==> src/rtl/port_data_regs.svh <==
// Overview of operation
// Input reads return live pin levels
// Output latch holds, reads back, drives pins
// Cell reads flops; writes load unmasked flops
// Mask bit one blocks loads, resets zero
// Input cells latch pins, feed array, readable
// Enable readback shows per-pin driver state
// Cell registers only on ports A-C
// Low cells to A/B, high to B/C
// A/B low nibble slew, high open-drain
// Port A alone data bus, peripheral mode
// Port C no address out, test port
// Port D three pins, direct array inputs
// Port D strobe, clock, chip select
// Chip selects one term, selectable polarity
// Chip select enabled by term or direction
// Power-down holds, undefined or tri-states pins
// Direction one outputs, resets to input
// Mode bit zero I/O, one address
// Port D upper five bits read zero
// Data and mask registers clear at power-up
`ifndef PORT_DATA_REGS_SVH
`define PORT_DATA_REGS_SVH
// ----------------------------------------
// Register offsets within the io block
// ----------------------------------------
`define REG_IN_A 8'h00
`define REG_IN_B 8'h01
`define REG_IN_C 8'h10
`define REG_IN_D 8'h11
`define REG_OUT_A 8'h04
`define REG_OUT_B 8'h05
`define REG_OUT_C 8'h12
`define REG_OUT_D 8'h13
`define REG_DIR_A 8'h06
`define REG_DIR_B 8'h07
`define REG_DIR_C 8'h14
`define REG_DIR_D 8'h15
`define REG_MODE_A 8'h02
`define REG_MODE_B 8'h03
`define REG_DRV_A 8'h08
`define REG_DRV_B 8'h09
`define REG_DRV_C 8'h16
`define REG_DRV_D 8'h17
`define REG_OMC_AB 8'h20
`define REG_OMC_BC 8'h21
`define REG_MASK_AB 8'h22
`define REG_MASK_BC 8'h23
`define REG_IMC_A 8'h0A
`define REG_IMC_B 8'h0B
`define REG_IMC_C 8'h18
`define REG_OE_A 8'h0C
`define REG_OE_B 8'h0D
`define REG_OE_C 8'h1A
// ----------------------------------------
// Values and field masks
// ----------------------------------------
`define RST_BYTE 8'h00
`define PORT_D_MASK 8'h07
`define LOW_NIBBLE 8'h0F
`define HIGH_NIBBLE 8'hF0
`endif

==> src/rtl/port_data_pkg.sv <==
package port_data_pkg;
  // Bus request carried as one group
  typedef struct packed {
    logic sel;
    logic wr;
    logic rd;
    logic [7:0] addr;
    logic [7:0] wdata;
  } bus_req_s;
  // Per-port pin routing choice for logic cells
  typedef enum logic {
    ROUTE_LOW_GROUP,
    ROUTE_HIGH_GROUP
  } route_sel_e;
endpackage

==> src/rtl/port_data_block.sv <==
`timescale 1ns/1ps
`default_nettype none
`include "port_data_regs.svh"
module port_data_block (
  input wire logic i_clk,
  input wire logic i_arst_n,
  input wire port_data_pkg::bus_req_s i_bus,
  output logic [7:0] o_rdata,
  input wire logic [7:0] i_pa,
  input wire logic [7:0] i_pb,
  input wire logic [7:0] i_pc,
  input wire logic [2:0] i_pd,
  output logic [7:0] o_pa,
  output logic [7:0] o_pa_oe,
  output logic [7:0] o_pb,
  output logic [7:0] o_pb_oe,
  output logic [7:0] o_pc,
  output logic [7:0] o_pc_oe,
  output logic [2:0] o_pd,
  output logic [2:0] o_pd_oe,
  output logic [7:0] o_pa_fast_slew,
  output logic [7:0] o_pb_fast_slew,
  output logic [2:0] o_pd_fast_slew,
  input wire logic [7:0] i_address_out,
  input wire logic [7:0] i_cell_clk_en,
  input wire logic [7:0] i_cell_group_low_d,
  input wire logic [7:0] i_cell_group_high_d,
  output logic [7:0] o_output_cell_group_low,
  output logic [7:0] o_output_cell_group_high,
  input wire logic [7:0] i_route_low_to_b,
  input wire logic [7:0] i_route_high_to_c,
  input wire logic [7:0] i_oe_term_a,
  input wire logic [7:0] i_oe_term_b,
  input wire logic [7:0] i_oe_term_c,
  input wire logic [2:0] i_oe_term_d,
  input wire logic [2:0] i_cs_term,
  input wire logic [2:0] i_cs_active_high,
  input wire logic [2:0] i_cs_enable,
  input wire logic [7:0] i_imc_strobe,
  input wire logic i_data_port_mode,
  input wire logic i_peripheral_mode,
  input wire logic i_periph_select,
  input wire logic [7:0] i_mcu_data,
  input wire logic i_test_port_en,
  input wire logic i_data_byte_enable_en,
  input wire logic i_power_down_active,
  output logic [23:0] o_array_inputs,
  output logic o_address_strobe,
  output logic o_logic_clock_in,
  output logic o_data_byte_enable,
  output logic o_chip_select_n,
  output logic o_mem_disable
);
  // ----------------------------------------
  // State
  // ----------------------------------------
  typedef struct packed {
    logic [7:0] out_a, out_b, out_c;
    logic [2:0] out_d;
    logic [7:0] dir_a, dir_b, dir_c;
    logic [2:0] dir_d;
    logic [7:0] mode_a, mode_b;
    logic [7:0] drv_a, drv_b, drv_c;
    logic [2:0] drv_d;
    logic [7:0] omc_low, omc_high, mask_low, mask_high;
    logic [7:0] imc_a, imc_b, imc_c;
    logic [7:0] rdata;
  } state_s;
  state_s st_r;
  state_s st_nxt;
  logic wr;
  logic rd;
  logic [7:0] drv_st_a, drv_st_b, drv_st_c;
  logic [7:0] cell_a, cell_b, cell_c;
  logic [7:0] csel_a, csel_b, csel_c;
  logic [7:0] tri_a;
  logic [7:0] lvl_a;
  logic [7:0] oe_a;
  logic [2:0] cs_level, pd_drv;
  // Chip select high shuts off the register block
  assign o_chip_select_n = i_pd[2];
  assign o_mem_disable = i_pd[2];
  assign wr = i_bus.sel & i_bus.wr & ~i_pd[2];
  assign rd = i_bus.sel & i_bus.rd & ~i_pd[2];
  // ----------------------------------------
  // Cell routing to pins
  // ----------------------------------------
  // Low group reaches A or B, high group B or C
  always_comb begin
    csel_a = ~i_route_low_to_b;
    cell_a = st_r.omc_low;
    csel_b = i_route_low_to_b | ~i_route_high_to_c;
    cell_b = (i_route_low_to_b & st_r.omc_low) | (~i_route_high_to_c & st_r.omc_high);
    csel_c = i_route_high_to_c;
    cell_c = st_r.omc_high;
  end
  // Data port and peripheral buffer live on port A only
  always_comb begin
    tri_a = {8{i_power_down_active & (i_data_port_mode | i_peripheral_mode)}}; // see R10
    if (i_peripheral_mode & ~i_periph_select) begin
      tri_a = 8'hFF;
    end
  end
  port_pin_slice u_pa (
    .i_latch(st_r.out_a),
    .i_cell(cell_a),
    .i_cell_sel(csel_a),
    .i_addr_out(i_address_out),
    .i_addr_sel(st_r.mode_a),
    .i_dir(st_r.dir_a),
    .i_oe_term(i_oe_term_a),
    .i_open_drain(st_r.drv_a & `HIGH_NIBBLE),
    .i_tristate(tri_a),
    .o_level(lvl_a),
    .o_oe(oe_a),
    .o_drv_state(drv_st_a)
  );
  // Data and peripheral modes hand port A to the mcu bus
  assign o_pa = (i_data_port_mode | i_peripheral_mode) ? i_mcu_data : lvl_a;
  assign o_pa_oe = oe_a;
  port_pin_slice u_pb (
    .i_latch(st_r.out_b),
    .i_cell(cell_b),
    .i_cell_sel(csel_b),
    .i_addr_out(i_address_out),
    .i_addr_sel(st_r.mode_b),
    .i_dir(st_r.dir_b),
    .i_oe_term(i_oe_term_b),
    .i_open_drain(st_r.drv_b & `HIGH_NIBBLE),
    .i_tristate(`RST_BYTE),
    .o_level(o_pb),
    .o_oe(o_pb_oe),
    .o_drv_state(drv_st_b)
  );
  // Port C: no address out; test port takes the pins
  port_pin_slice u_pc (
    .i_latch(st_r.out_c),
    .i_cell(cell_c),
    .i_cell_sel(csel_c),
    .i_addr_out(`RST_BYTE),
    .i_addr_sel(`RST_BYTE),
    .i_dir(st_r.dir_c),
    .i_oe_term(i_oe_term_c),
    .i_open_drain(st_r.drv_c),
    .i_tristate({8{i_test_port_en}}),
    .o_level(o_pc),
    .o_oe(o_pc_oe),
    .o_drv_state(drv_st_c)
  );
  assign o_pa_fast_slew = st_r.drv_a & `LOW_NIBBLE;
  assign o_pb_fast_slew = st_r.drv_b & `LOW_NIBBLE;
  assign o_pd_fast_slew = st_r.drv_d;
  assign o_data_byte_enable = i_data_byte_enable_en & i_pc[7];
  // ----------------------------------------
  // Port D chip selects
  // ----------------------------------------
  // One product term each, polarity chosen per pin
  always_comb begin
    cs_level = ~(i_cs_term ^ i_cs_active_high);
    pd_drv = i_oe_term_d | st_r.dir_d; // see R15
    o_pd = (i_cs_enable & cs_level) | (~i_cs_enable & st_r.out_d);
    o_pd_oe = pd_drv;
  end
  // Port D inputs go straight to the array
  assign o_address_strobe = i_pd[0]; // see R12
  assign o_logic_clock_in = i_pd[1];
  assign o_array_inputs = {st_r.imc_c, st_r.imc_b, st_r.imc_a};
  assign o_output_cell_group_low = st_r.omc_low;
  assign o_output_cell_group_high = st_r.omc_high;
  assign o_rdata = st_r.rdata;
  // ----------------------------------------
  // Register writes, cell loads, read data
  // ----------------------------------------
  always_comb begin
    st_nxt = st_r;
    // Array clocks cells; bus loads only unmasked bits
    st_nxt.omc_low = (i_cell_clk_en & i_cell_group_low_d) | (~i_cell_clk_en & st_r.omc_low);
    st_nxt.omc_high = (i_cell_clk_en & i_cell_group_high_d) | (~i_cell_clk_en & st_r.omc_high);
    st_nxt.imc_a = (i_imc_strobe & i_pa) | (~i_imc_strobe & st_r.imc_a);
    st_nxt.imc_b = (i_imc_strobe & i_pb) | (~i_imc_strobe & st_r.imc_b);
    st_nxt.imc_c = (i_imc_strobe & i_pc) | (~i_imc_strobe & st_r.imc_c);
    if (wr) begin
      case (i_bus.addr)
        `REG_OUT_A: st_nxt.out_a = i_bus.wdata;
        `REG_OUT_B: st_nxt.out_b = i_bus.wdata;
        `REG_OUT_C: st_nxt.out_c = i_bus.wdata;
        `REG_OUT_D: st_nxt.out_d = i_bus.wdata[2:0];
        `REG_DIR_A: st_nxt.dir_a = i_bus.wdata;
        `REG_DIR_B: st_nxt.dir_b = i_bus.wdata;
        `REG_DIR_C: st_nxt.dir_c = i_bus.wdata;
        `REG_DIR_D: st_nxt.dir_d = i_bus.wdata[2:0];
        `REG_MODE_A: st_nxt.mode_a = i_bus.wdata;
        `REG_MODE_B: st_nxt.mode_b = i_bus.wdata;
        `REG_DRV_A: st_nxt.drv_a = i_bus.wdata;
        `REG_DRV_B: st_nxt.drv_b = i_bus.wdata;
        `REG_DRV_C: st_nxt.drv_c = i_bus.wdata;
        `REG_DRV_D: st_nxt.drv_d = i_bus.wdata[2:0];
        `REG_OMC_AB: st_nxt.omc_low = (st_r.mask_low & st_nxt.omc_low) | (~st_r.mask_low & i_bus.wdata); // see R3
        `REG_OMC_BC: st_nxt.omc_high = (st_r.mask_high & st_nxt.omc_high) | (~st_r.mask_high & i_bus.wdata);
        `REG_MASK_AB: st_nxt.mask_low = i_bus.wdata;
        `REG_MASK_BC: st_nxt.mask_high = i_bus.wdata;
        default: st_nxt.rdata = st_r.rdata;
      endcase
    end
    // Read data registered; unmapped reads give zero
    st_nxt.rdata = `RST_BYTE;
    if (rd) begin
      case (i_bus.addr)
        `REG_IN_A: st_nxt.rdata = i_pa;
        `REG_IN_B: st_nxt.rdata = i_pb;
        `REG_IN_C: st_nxt.rdata = i_pc;
        `REG_IN_D: st_nxt.rdata = {5'h00, i_pd};
        `REG_OUT_A: st_nxt.rdata = st_r.out_a;
        `REG_OUT_B: st_nxt.rdata = st_r.out_b;
        `REG_OUT_C: st_nxt.rdata = st_r.out_c;
        `REG_OUT_D: st_nxt.rdata = {5'h00, st_r.out_d};
        `REG_DIR_A: st_nxt.rdata = st_r.dir_a;
        `REG_DIR_B: st_nxt.rdata = st_r.dir_b;
        `REG_DIR_C: st_nxt.rdata = st_r.dir_c;
        `REG_DIR_D: st_nxt.rdata = {5'h00, st_r.dir_d};
        `REG_MODE_A: st_nxt.rdata = st_r.mode_a;
        `REG_MODE_B: st_nxt.rdata = st_r.mode_b;
        `REG_DRV_A: st_nxt.rdata = st_r.drv_a;
        `REG_DRV_B: st_nxt.rdata = st_r.drv_b;
        `REG_DRV_C: st_nxt.rdata = st_r.drv_c;
        `REG_DRV_D: st_nxt.rdata = {5'h00, st_r.drv_d};
        `REG_OMC_AB: st_nxt.rdata = st_r.omc_low; // see R3
        `REG_OMC_BC: st_nxt.rdata = st_r.omc_high;
        `REG_MASK_AB: st_nxt.rdata = st_r.mask_low;
        `REG_MASK_BC: st_nxt.rdata = st_r.mask_high;
        `REG_IMC_A: st_nxt.rdata = st_r.imc_a;
        `REG_IMC_B: st_nxt.rdata = st_r.imc_b;
        `REG_IMC_C: st_nxt.rdata = st_r.imc_c;
        `REG_OE_A: st_nxt.rdata = drv_st_a;
        `REG_OE_B: st_nxt.rdata = drv_st_b;
        `REG_OE_C: st_nxt.rdata = drv_st_c;
        default: st_nxt.rdata = `RST_BYTE;
      endcase
    end
  end
  // Everything clears at power-up
  always_ff @(posedge i_clk or negedge i_arst_n) begin
    if (!i_arst_n) begin
      st_r <= '0; // see R20 see R4 see R17
    end else begin
      st_r <= st_nxt;
    end
  end
endmodule // port_data_block
`default_nettype wire

==> src/rtl/port_pin_slice.sv <==
`timescale 1ns/1ps
`default_nettype none
// One eight-bit pin group: output mux, enable, drive mode
module port_pin_slice (
  input wire logic [7:0] i_latch,
  input wire logic [7:0] i_cell,
  input wire logic [7:0] i_cell_sel,
  input wire logic [7:0] i_addr_out,
  input wire logic [7:0] i_addr_sel,
  input wire logic [7:0] i_dir,
  input wire logic [7:0] i_oe_term,
  input wire logic [7:0] i_open_drain,
  input wire logic [7:0] i_tristate,
  output logic [7:0] o_level,
  output logic [7:0] o_oe,
  output logic [7:0] o_drv_state
);
  logic [7:0] level;
  logic [7:0] drive;
  // Address out wins, then logic cells, then latch
  always_comb begin
    level = i_addr_sel & i_addr_out | ~i_addr_sel & (i_cell_sel & i_cell | ~i_cell_sel & i_latch);
    drive = (i_dir | i_oe_term | i_addr_sel) & ~i_tristate; // see R2 see R17
    o_level = level;
    // Open-drain only pulls low; high is left to the pull-up
    o_oe = drive & ~(i_open_drain & level);
    o_drv_state = drive;
  end
endmodule // port_pin_slice
`default_nettype wire

==> config.mk <==
export PLATFORM = sky130hd
export DESIGN_NAME = port_data_block
export DESIGN_NICKNAME = d
export VERILOG_FILES = /design/src/rtl/port_data_pkg.sv /design/src/rtl/port_data_block.sv /design/src/rtl/port_pin_slice.sv
export VERILOG_INCLUDE_DIRS = /design/src /design/src/rtl
export SDC_FILE = /design/constraint.sdc
export NUM_CORES = 1
export LEC_CHECK = 0
export BUFFER_PORTS_ARGS = -buffer_cell sky130_fd_sc_hd__buf_2
export CORE_MARGIN = 3
export CORE_UTILIZATION = 45
export CTS_CLUSTER_DIAMETER = 100
export DETAILED_ROUTE_END_ITERATION = 8
export PLACE_DENSITY_LB_ADDON = 0.05
export SYNTH_ARGS = -nofsm -noshare
export SYNTH_HDL_FRONTEND = slang
export SYNTH_HIERARCHICAL = 1
export SYNTH_SLANG_ARGS = --single-unit
==> constraint.sdc <==
create_clock -name i_clk -period 1.95 [get_ports i_clk]
set_input_delay 0.195 -clock i_clk [delete_from_list [all_inputs] [get_ports i_clk]]
set_output_delay 0.195 -clock i_clk [all_outputs]
set_load 0.01 [all_outputs]
==> flow_summary.json, run 1 <==
{
  "io-pin-count": 280,
  "worst_r2r_endpoint": "o_rdata[2]",
  "clock_insertion_delay_worst_skew_ns": 0.43,
  "synth_ff_type": "dfrtp_1",
  "drv_slew": 0,
  "max_cap_viol_count": 0,
  "grt_pass1_vias": 9294,
  "power_dens_cells_mw_per_mm2": 624,
  "synthesis.area_per_instance_um2": 10.2,
  "die_area_mm2": 0.0251,
  "cts_htree_levels": 4,
  "placement.io_buffers": 271,
  "die-height_um": 158,
  "status": "complete, no violations",
  "critical_path_s_top_delay_family": "flip-flops",
  "synth-edff-count": 0,
  "crit_path_end_kind": "output pin",
  "ff2ff_path_depth": 7,
  "initial_core_util_pct": 46.0,
  "leakagePower_nw": 6.49,
  "final.setup.tns_ns": 0,
  "worst_hold_slack_ns": 0.0149,
  "criticalPathCategory": "reg -> out",
  "coreArea_mm2": 0.0227,
  "clock_path_buffers": 2,
  "drt_drc_violations_left": 0,
  "slew-limit-headroom_pct": 60.8,
  "clk_root_buffer_cell": "clkbuf_16",
  "hp-class": "in -> reg",
  "synthesis.yosys.warnings": 6,
  "area_overhead_vs_synth_pct": 27.9,
  "asyncSetResetFlopFracSynth_pct": 100,
  "timing.critical_path.to": "o_pa[1]",
  "yosys.cell_types.count": 65,
  "route.detailed.wl_per_inst_um": 22.6,
  "crit_buf_inv": 1,
  "cts_num_sinks": 161,
  "first_pass_drt_iterations": 5,
  "chip_width_um": 158,
  "clkTransAtPathRegs_ns": 0.07,
  "grt_usage_pct": 30.5,
  "crit_path_cell_trace": "nor2b_1 -> a211oi_2 -> a21oi_1 -> mux2_2 -> buf_2",
  "vias_per_cell": 5.65,
  "synth-seq-cells": 161,
  "r2r_start": "st_r[120]",
  "syn_inst": 1027,
  "globalRouteOverflowTotal": 0,
  "wire_length_of_the_first_global_routing_pass_um": 56500,
  "antenna_found_initial": 0,
  "preCtsSetupSlack_ns": -0.206,
  "detailedPlacementHpwl_um": 29500,
  "ys_seq_area_share_pct": 38.6,
  "worst-r2r-setup-slack_ns": 0.29,
  "layout.core_utilization_pct": 58.8,
  "cts_made_buffers": 17,
  "crit_arrival_ns": 1.67,
  "timing.final.crit_period_ns": 1.86,
  "cts_tree": "built",
  "crit_path_launch_type": "flip-flop",
  "fin_nets": 1553,
  "worst-endpoint-required_ns": 1.75,
  "grt_max_degree": 56,
  "drtIter0Drc": 697,
  "finalSetupViolations": 0,
  "power.total_w": 0.00832,
  "worstSetupPathDepth": 5,
  "fmax_mhz": 536,
  "via_count": 9596,
  "gpl.final_weighted_congestion": 0.929,
  "worstSetupStartpoint": "st_r[154]",
  "final_worst_clock_skew_ns": 0.00856,
  "detail-route-antenna-nets": 0,
  "fin_crit_sh_pct": 95.6,
  "site_row_count": 55,
  "tightest_slew_ns": 0.587,
  "critPathSlowestCell": "dfrtp_1",
  "syn_area_mm2": 0.0104,
  "irDropWorstVdd_mv": 0.500,
  "drive_gt1_share_pct": 44.8,
  "antennaDiodeCount": 0,
  "crit_fanout": 3,
  "rsz0062_at_grt": "false",
  "timing_hold_violations_final": 0,
  "critical_path.max_stage_delay_ns": 0.42,
  "final_critical_path_setup_slack_ns": 0.0856,
  "drt_wl_total_um": 38400
}
per-stage QoR:
| step | instance area, um2 | instances |
|---|---|---|
| 2_1_floorplan | 10700 | 1098 |
| 3_3_place_gp | 12700 | 1660 |
| 3_5_place_dp | 12700 | 1660 |
| 4_1_cts | 13300 | 1696 |
| 5_1_grt | 13300 | 1697 |
| 6_report | 13300 | 1697 |
worst min-delay path by stage:
stage | startpoint | end | slack [ns] | depth (start not counted)
2_1_floorplan | i_arst_n | asynchronous set/reset pin | -0.10 | 0
3_3_place_gp | i_arst_n | o_output_cell_group_high[2] | 0.21 | 1
3_5_place_dp | i_arst_n | o_output_cell_group_low[2] | 0.21 | 1
4_1_cts | i_pc[2] | flip-flop | 0.0007 | 2
5_1_grt | i_pc[2] | flip-flop | 0.005 | 2
6_report | i_pb[5] | flip-flop | 0.01 | 2
kinds of logic after synthesis:
kind of cell / count (synthesis) / synth area share (%)
muxes: 202 / 22.5
DFF: 161 / 38.6
AOI/OAI and AO/OA: 246 / 17.4
and+or+nand+nor: 233 / 12.0
buffers and inverters: 181 / 9.17
other: 1 / 0.0359
xor gates and xnor gates: 3 / 0.252
layout by cell type (no fill, tap or decap), drive strengths merged, types with 6 or more instances in the layout:
cell / instances
clkbuf: 19
mux2: 159
a31oi: 10
nand2: 56
nor2b: 29
nand3: 27
nor3: 36
nor2: 36
a221oi: 8
a21oi: 35
a22oi: 7
o21ai: 56
a211oi: 27
o221ai: 9
and3: 7
mux2i: 33
o21a: 26
a32o: 8
nand4: 6
dfrtp: 161
o22ai: 7
mux4: 10
nand3b: 7
inv: 73
conb: 72
o31a: 16
buf: 391
synth_stat cells, types with 3 or more instances:
master / number / area share (%)
a41oi_1: 4 / 0.34
o31a_1: 16 / 1.3
a21oi_1: 35 / 1.7
nor2_1: 35 / 1.3
a211oi_2: 24 / 2.9
nor3_2: 3 / 0.29
mux2i_1: 33 / 3.2
a32o_1: 8 / 0.77
buf_2: 9 / 0.43
o31ai_1: 3 / 0.22
buf_4: 71 / 5.1
nand3_1: 26 / 1.2
nand2_1: 56 / 2.0
nor3b_1: 4 / 0.29
and3_1: 7 / 0.42
a22oi_1: 7 / 0.50
o22ai_1: 7 / 0.42
mux2_2: 159 / 17
a22o_1: 5 / 0.42
nor2b_1: 29 / 1.7
buf_1: 9 / 0.32
clkbuf_1: 24 / 0.86
mux4_2: 10 / 2.2
a211oi_1: 3 / 0.22
nand3b_1: 7 / 0.50
a2111oi_0: 3 / 0.25
xnor2_1: 3 / 0.25
a31oi_1: 10 / 0.60
and2_1: 3 / 0.18
inv_1: 67 / 2.4
a221oi_1: 8 / 0.67
nor3_1: 32 / 1.5
dfrtp_1: 161 / 39
a32oi_1: 5 / 0.42
o2bb2ai_1: 4 / 0.34
nand2b_1: 4 / 0.24
or2_2: 5 / 0.30
o21a_1: 26 / 1.9
nand4_1: 6 / 0.36
and3b_1: 3 / 0.25
o221ai_1: 9 / 0.76
o21ai_0: 56 / 2.7
routing by layer:
metal	vias to the layer above	routed length, um	global-route usage [%]
li1	4399	-	-
met1	4678	16700	42.3
met2	433	17400	48.0
met3	86	2900	5.65
met4	0	1310	11.2
met5	-	0	0
power breakdown:
group	internal (W)	total, W	switching, W
logic	0.000693	0.00154	0.000845
clock network	0.00166	0.00319	0.00154
registers	0.00346	0.00359	0.000137
total	0.00580	0.00832	0.00252
final cells by class:
class                   count  area [um2]
flip-flops and latches    161        4030
inverters                  68         255
well taps                 285         357
repair buffers            395        2430
clock inverters            13         104
clock buffers              19         433
fillers                  2099        9370
multi-input cells         756        5730
repair_timing:
item | in CTS | in global routing
setup endpoints to repair | 0 | 6
setup buffers | 0 | 1
resized for setup | 0 | 5
endpoints found under the hold margin | 53 | 0
hold buffers | 4 | 0
Note: power is estimated with default switching activity, not from simulation.
==> run 2: changes to the inputs <==
- CELL_PAD_IN_SITES_DETAIL_PLACEMENT: unset -> 2
- CELL_PAD_IN_SITES_GLOBAL_PLACEMENT: unset -> 2
- CORE_UTILIZATION: 45 -> 33
==> run 2 against run 1 <==
Net effect:
- combinational power rose by 6%
- non-clock buffer count rose by 8
- global-route usage is 2.3 points lower
- die area increased by 35%
- worst hold slack worse by 0.0055 ns
- largest cell class unchanged
- sequential power is essentially flat
- design area up 1.9%
- clock-buffer cell count rose by 1
==> flow_summary.json, run 2 (synthesis results as in run 1) <==
{
  "status": "complete, no violations",
  "timing.final.crit_period_ns": 1.89,
  "chip_width_um": 184,
  "power.share.sequential_pct": 40.7,
  "antenna_found_initial": 2,
  "share_comb_of_total_power_pct": 18.5,
  "fin_nets": 1561,
  "site_row_count": 64,
  "worstSetupPathDepth": 5,
  "final_worst_clock_skew_ns": 0.00930,
  "vias_per_cell": 5.52,
  "drt_wl_total_um": 48200,
  "crit_path_end_kind": "output pin",
  "drv_slew": 0,
  "cts_made_buffers": 17,
  "p_clk_share_pct": 40.8,
  "worst-r2r-setup-slack_ns": 0.15,
  "irDropWorstVdd_mv": 0.467,
  "critical_path_s_top_delay_family": "flip-flops",
  "drive_gt1_share_pct": 45.6,
  "layout.cells.most_common_list": "buf_2 (269), dfrtp_1 (159), mux2_2 (158)",
  "drt_drc_violations_left": 0,
  "internal_power_w": 0.00618,
  "rsz0062_at_grt": "true",
  "crit_path_launch_type": "flip-flop",
  "finalSetupViolations": 0,
  "gpl.final_weighted_congestion": 0.893,
  "slew-limit-headroom_pct": 55.1,
  "die_area_mm2": 0.0338,
  "min-delay-start": "i_pb[5]",
  "hp-class": "in -> reg",
  "crit_path_cell_trace": "nor2b_1 -> a211oi_2 -> a21oi_1 -> mux2_2 -> buf_2",
  "first_pass_drt_iterations": 5,
  "worst_r2r_endpoint": "o_rdata[0]",
  "die-height_um": 184,
  "final_critical_path_setup_slack_ns": 0.0553,
  "preCtsSetupSlack_ns": -0.231,
  "whs_path_depth": 2,
  "route.detailed.wl_per_inst_um": 26.5,
  "criticalPathCategory": "reg -> out",
  "crit_buf_inv": 1,
  "max_cap_viol_count": 0,
  "via_count": 10000,
  "post-route-cell-area_mm2": 0.0136,
  "cts_tree": "built",
  "layout.core_utilization_pct": 44.0,
  "io-pin-count": 280,
  "leakagePower_nw": 6.56,
  "fin_crit_sh_pct": 97.2,
  "grt_pass1_vias": 10700,
  "power_dens_cells_mw_per_mm2": 651,
  "initial_core_util_pct": 33.8,
  "grt_usage_pct": 28.2,
  "placement.io_buffers": 271,
  "clkTransAtPathRegs_ns": 0.07,
  "timing_hold_violations_final": 0,
  "power.total_w": 0.00885,
  "ff2ff_path_depth": 5,
  "antennaDiodeCount": 0,
  "critPathSlowestCell": "dfrtp_1",
  "tightest_slew_ns": 0.673,
  "clock_path_buffers": 2,
  "detailedPlacementHpwl_um": 36900,
  "fmax_mhz": 528,
  "crit_fanout": 3,
  "drtIter0Drc": 536,
  "crit_arrival_ns": 1.70,
  "critical_path.max_stage_delay_ns": 0.42,
  "clk_root_buffer_cell": "clkbuf_16",
  "coreArea_mm2": 0.0309,
  "cts_htree_levels": 4,
  "r2r_start": "st_r[99]",
  "detail-route-antenna-nets": 0,
  "netSwitchingPower_w": 0.00267,
  "worst-endpoint-required_ns": 1.75,
  "wire_length_of_the_first_global_routing_pass_um": 70800,
  "fraction_of_power_spent_switching_nets_pct": 30.1,
  "globalRouteOverflowTotal": 0,
  "area_overhead_vs_synth_pct": 30.3,
  "clock_insertion_delay_worst_skew_ns": 0.44,
  "cts_num_sinks": 161,
  "placed_instance_area_mm2": 0.0129,
  "commonest_non_fill_non_tap_cell_in_the_layout": "buf_2",
  "grt_max_degree": 56
}
## run 2: cell type report
class | count | area, um2
clock inverters | 12 | 149
well taps | 396 | 495
flip-flops and latches | 161 | 4030
multi-input cells | 756 | 5730
repair buffers | 403 | 2470
clock buffers | 20 | 467
fillers | 3387 | 17300
inverters | 68 | 255
## run 2: what timing repair did
item | in CTS | in global routing
endpoints found under the setup margin | 2 | 8
pin swaps | 1 | 8
buffers inserted | 1 | 3
hold endpoints to repair | 50 | 0
hold buffers | 3 | 0
resized for setup | 0 | 9
## run 2: worst reg2reg max path, cell delays in order, from the launching register on
cell and delay [ns]:
dfrtp_1 0.46, a221oi_1 0.52, a2111oi_0 0.15, buf_4 0.17
a211oi_1 0.22, a41oi_1 0.14
## run 2: worst max-delay path by stage
stage / from / end
after global routing: st_r[155] / o_pa[2]
after CTS: st_r[153] / o_pa[0]
after global placement: i_bus[13] / st_r[72]
after floorplan: i_bus[12] / o_rdata[0]
after detailed placement: i_bus[12] / o_output_cell_group_low[4]
final: st_r[156] / o_pa[3]
## run 2: metrics by stage
stage          instances  TNS (ns)  hold WS (ns)
6_report            1816         0       0.00941
5_1_grt             1816   -0.0360       0.00692
4_1_cts             1813         0       0.00262
3_5_place_dp        1777     -9.97         0.245
3_3_place_gp        1777     -3.34         0.238
2_1_floorplan       1098         0        -0.101
## run 2: power groups by stage
stage          clock, W  combinational, W  sequential (W)
6_report        0.00361           0.00163         0.00361
2_1_floorplan         0          0.000893         0.00360
3_5_place_dp          0           0.00161         0.00367
5_1_grt         0.00378           0.00178         0.00362
4_1_cts         0.00367           0.00163         0.00361
3_3_place_gp          0           0.00158         0.00367
## run 2: metal layers
layer  global-route usage [%]  vias to the layer above  share of wire [%]  wire [um]
met1                     36.6                     5155                 43      20600
met3                     5.40                       81                5.7       2720
met2                     48.2                      361                 49      23600
met5                        0                        -              0.044         21
met4                     7.95                        4                2.5       1210
li1                         -                     4416                  -          -
==> run 3: changes to the inputs <==
- SYNTH_HIERARCHICAL: 1 -> unset
==> run 3 against run 2 <==
Net effect:
- clock power shrank 6.4%
- critical endpoint is now o_rdata[4]
- area after synthesis shrank 4.9%
- total power shrank 3.5%
- synthesized cell count shrank 13%
- utilization grew 0.45 points
- via count shrank 12%
==> flow_summary.json, run 3 <==
{
  "ys_seq_area_share_pct": 40.6,
  "antenna_found_initial": 1,
  "critPathSlowestCell": "mux4_2",
  "hp-class": "in -> reg",
  "timing_hold_violations_final": 0,
  "crit_buf_inv": 0,
  "r2r_start": "st_r[114]",
  "clkTransAtPathRegs_ns": 0.07,
  "worst-endpoint-required_ns": 2.27,
  "critical_path.max_stage_delay_ns": 0.45,
  "p_clk_share_pct": 39.6,
  "finalSetupViolations": 0,
  "timing.final.crit_period_ns": 1.94,
  "syn_area_mm2": 0.00992,
  "ys_top_cells_by_count": "dfrtp_1 (161), mux2_2 (159), buf_4 (74), mux2i_1 (45), a21oi_1 (36)",
  "die_area_mm2": 0.0322,
  "chip_width_um": 179,
  "slew-limit-headroom_pct": 53.3,
  "route.detailed.wl_per_inst_um": 26.6,
  "fraction_of_power_spent_switching_nets_pct": 30.7,
  "criticalPathCategory": "reg -> reg",
  "fin_nets": 1366,
  "post-route-cell-area_mm2": 0.0130,
  "synth_ff_type": "dfrtp_1",
  "cts_made_buffers": 17,
  "worst_r2r_endpoint": "o_rdata[4]",
  "detail-route-antenna-nets": 0,
  "fin_crit_sh_pct": 99.7,
  "drive_gt1_share_pct": 54.7,
  "max_cap_viol_count": 0,
  "grt_max_degree": 44,
  "cts_tree": "built",
  "status": "complete, no violations",
  "drv_slew": 0,
  "drt_drc_violations_left": 0,
  "worst-r2r-setup-slack_ns": 0.005,
  "commonest_non_fill_non_tap_cell_in_the_layout": "buf_2",
  "synthesis.yosys.warnings": 0,
  "gpl.final_weighted_congestion": 0.854,
  "yosysMostFrequentCell": "dfrtp_1",
  "coreArea_mm2": 0.0292,
  "asyncSetResetFlopFracSynth_pct": 100,
  "layout.cells.most_common_list": "buf_2 (270), mux2_2 (159), dfrtp_1 (158)",
  "leakagePower_nw": 6.39,
  "site_row_count": 62,
  "drt_wl_total_um": 42800,
  "synth_top_cell_area_share_pct": 40.6,
  "ff2ff_path_depth": 5,
  "tightest_slew_ns": 0.691,
  "synth-seq-cells": 161,
  "clock_insertion_delay_worst_skew_ns": 0.44,
  "crit_path_end_kind": "flip-flop",
  "synth_top_cells_by_area": "dfrtp_1 (41%), mux2_2 (18%), buf_4 (5.6%)",
  "initial_core_util_pct": 34.0,
  "die-height_um": 179,
  "first_pass_drt_iterations": 4,
  "globalRouteOverflowTotal": 0,
  "grt_usage_pct": 26.4,
  "synth-edff-count": 0,
  "synth_largest_area_cell": "dfrtp_1",
  "power.share.sequential_pct": 42.0,
  "grt_pass1_vias": 9666,
  "crit_path_launch_type": "flip-flop",
  "clk_root_buffer_cell": "clkbuf_16",
  "critical_path_s_top_delay_family": "compound AO/OA/AOI/OAI gates",
  "rsz0062_at_grt": "true",
  "io-pin-count": 280,
  "power_dens_cells_mw_per_mm2": 659,
  "share_comb_of_total_power_pct": 18.4,
  "irDropWorstVdd_mv": 0.496,
  "whs_path_depth": 2,
  "crit_path_cell_trace": "o21ba_4 -> mux4_2 -> and2_1 -> a221o_1 -> o41a_1",
  "drtIter0Drc": 541,
  "placement.io_buffers": 271,
  "crit_arrival_ns": 2.26,
  "final_worst_clock_skew_ns": 0.0104,
  "crit_fanout": 2,
  "placed_instance_area_mm2": 0.0121,
  "vias_per_cell": 5.50,
  "cts_num_sinks": 161,
  "cts_htree_levels": 4,
  "fmax_mhz": 514,
  "internal_power_w": 0.00592,
  "via_count": 8856,
  "synthesis.area_per_instance_um2": 11.2,
  "area_overhead_vs_synth_pct": 30.7,
  "final.setup.tns_ns": 0,
  "detailedPlacementHpwl_um": 32900,
  "min-delay-start": "i_pb[2]",
  "clock_path_buffers": 2,
  "wire_length_of_the_first_global_routing_pass_um": 62100,
  "syn_inst": 889,
  "yosys.cell_types.count": 70,
  "netSwitchingPower_w": 0.00263
}
==> run 3: changes by cell type after synthesis, sizes merged, moves of 12 or more <==
| cell | delta |
|---|---|
| a211oi | -23 |
| inv | -53 |
| mux2i | +12 |
| nand2 | -19 |
| nor3 | -12 |
| o21a | -25 |
| o21ai | -25 |
==> run 3: cell families after synthesis <==
logic type	Yosys count	synth area share, %
DFF	161	40.6
other	1	0.0378
xor gates and xnor gates	3	0.265
buffers and inverters	135	8.44
AOI/OAI and AO/OA	177	12.9
and+or+nand+nor	191	11.4
muxes	221	26.4
==> run 3: worst max-delay path by stage <==
stage,startpoint,endpoint,depth (start not counted)
6_report,st_r[114],o_rdata[4],5
5_1_grt,o_output_cell_group_high[7],o_pb_oe[7],5
4_1_cts,st_r[96],o_pb_oe[5],5
3_5_place_dp,i_bus[9],o_rdata[6],6
3_3_place_gp,i_bus[9],o_rdata[6],6
2_1_floorplan,i_bus[13],o_pb_fast_slew[0],5
==> run 3: cell type report <==
class	instances	area, um2
clock inverters	14	134
clock buffers	18	439
diodes	1	2.50
repair buffers	418	2610
fillers	3167	16200
multi-input cells	600	5210
well taps	384	480
inverters	14	52.6
flip-flops and latches	161	4030
==> run 3: routing by layer <==
| metal | global-route usage, % | part of all wire (%) | vias up | routed length (um) |
|---|---|---|---|---|
| li1 | - | - | 3914 | - |
| met1 | 36.2 | 45 | 4605 | 19400 |
| met2 | 43.3 | 47 | 286 | 20200 |
| met3 | 4.78 | 5.5 | 49 | 2360 |
| met4 | 6.93 | 1.9 | 2 | 799 |
| met5 | 0 | 0.026 | - | 11 |
==> run 3: repair_timing <==
| item | in CTS | in global routing |
|---|---|---|
| pin swaps | 2 | 6 |
| hold buffers | 3 | 1 |
| buffers inserted | 6 | 4 |
| hold endpoints to repair | 35 | 1 |
| setup endpoints to repair | 7 | 9 |
| cloned | 0 | 0 |
| gates resized for setup | 11 | 19 |
==> run 3: metrics by stage <==
| stage | power, W | hold WS (ns) | setup WS [ns] | instances | utilization (%) |
|---|---|---|---|---|---|
| after floorplan | 0.00443 | -0.101 | 0.113 | 896 | - |
| after global placement | 0.00512 | 0.152 | -0.200 | 1563 | 41.6 |
| after detailed placement | 0.00515 | 0.157 | -0.254 | 1563 | 41.6 |
| after CTS | 0.00857 | 0.000102 | 0.00125 | 1604 | 44.0 |
| after global routing | 0.00892 | 0.00613 | -0.0288 | 1609 | 44.4 |
| final | 0.00854 | 0.0108 | 0.00547 | 1610 | 44.4 |
==> run 3: power by group through the flow <==
stage | clock network (W) | registers [W] | logic (W)
floorplan | 0 | 0.00360 | 0.000831
CTS | 0.00343 | 0.00359 | 0.00155
global placement | 0 | 0.00365 | 0.00147
global route | 0.00360 | 0.00361 | 0.00171
finish | 0.00338 | 0.00359 | 0.00157
detailed placement | 0 | 0.00365 | 0.00149
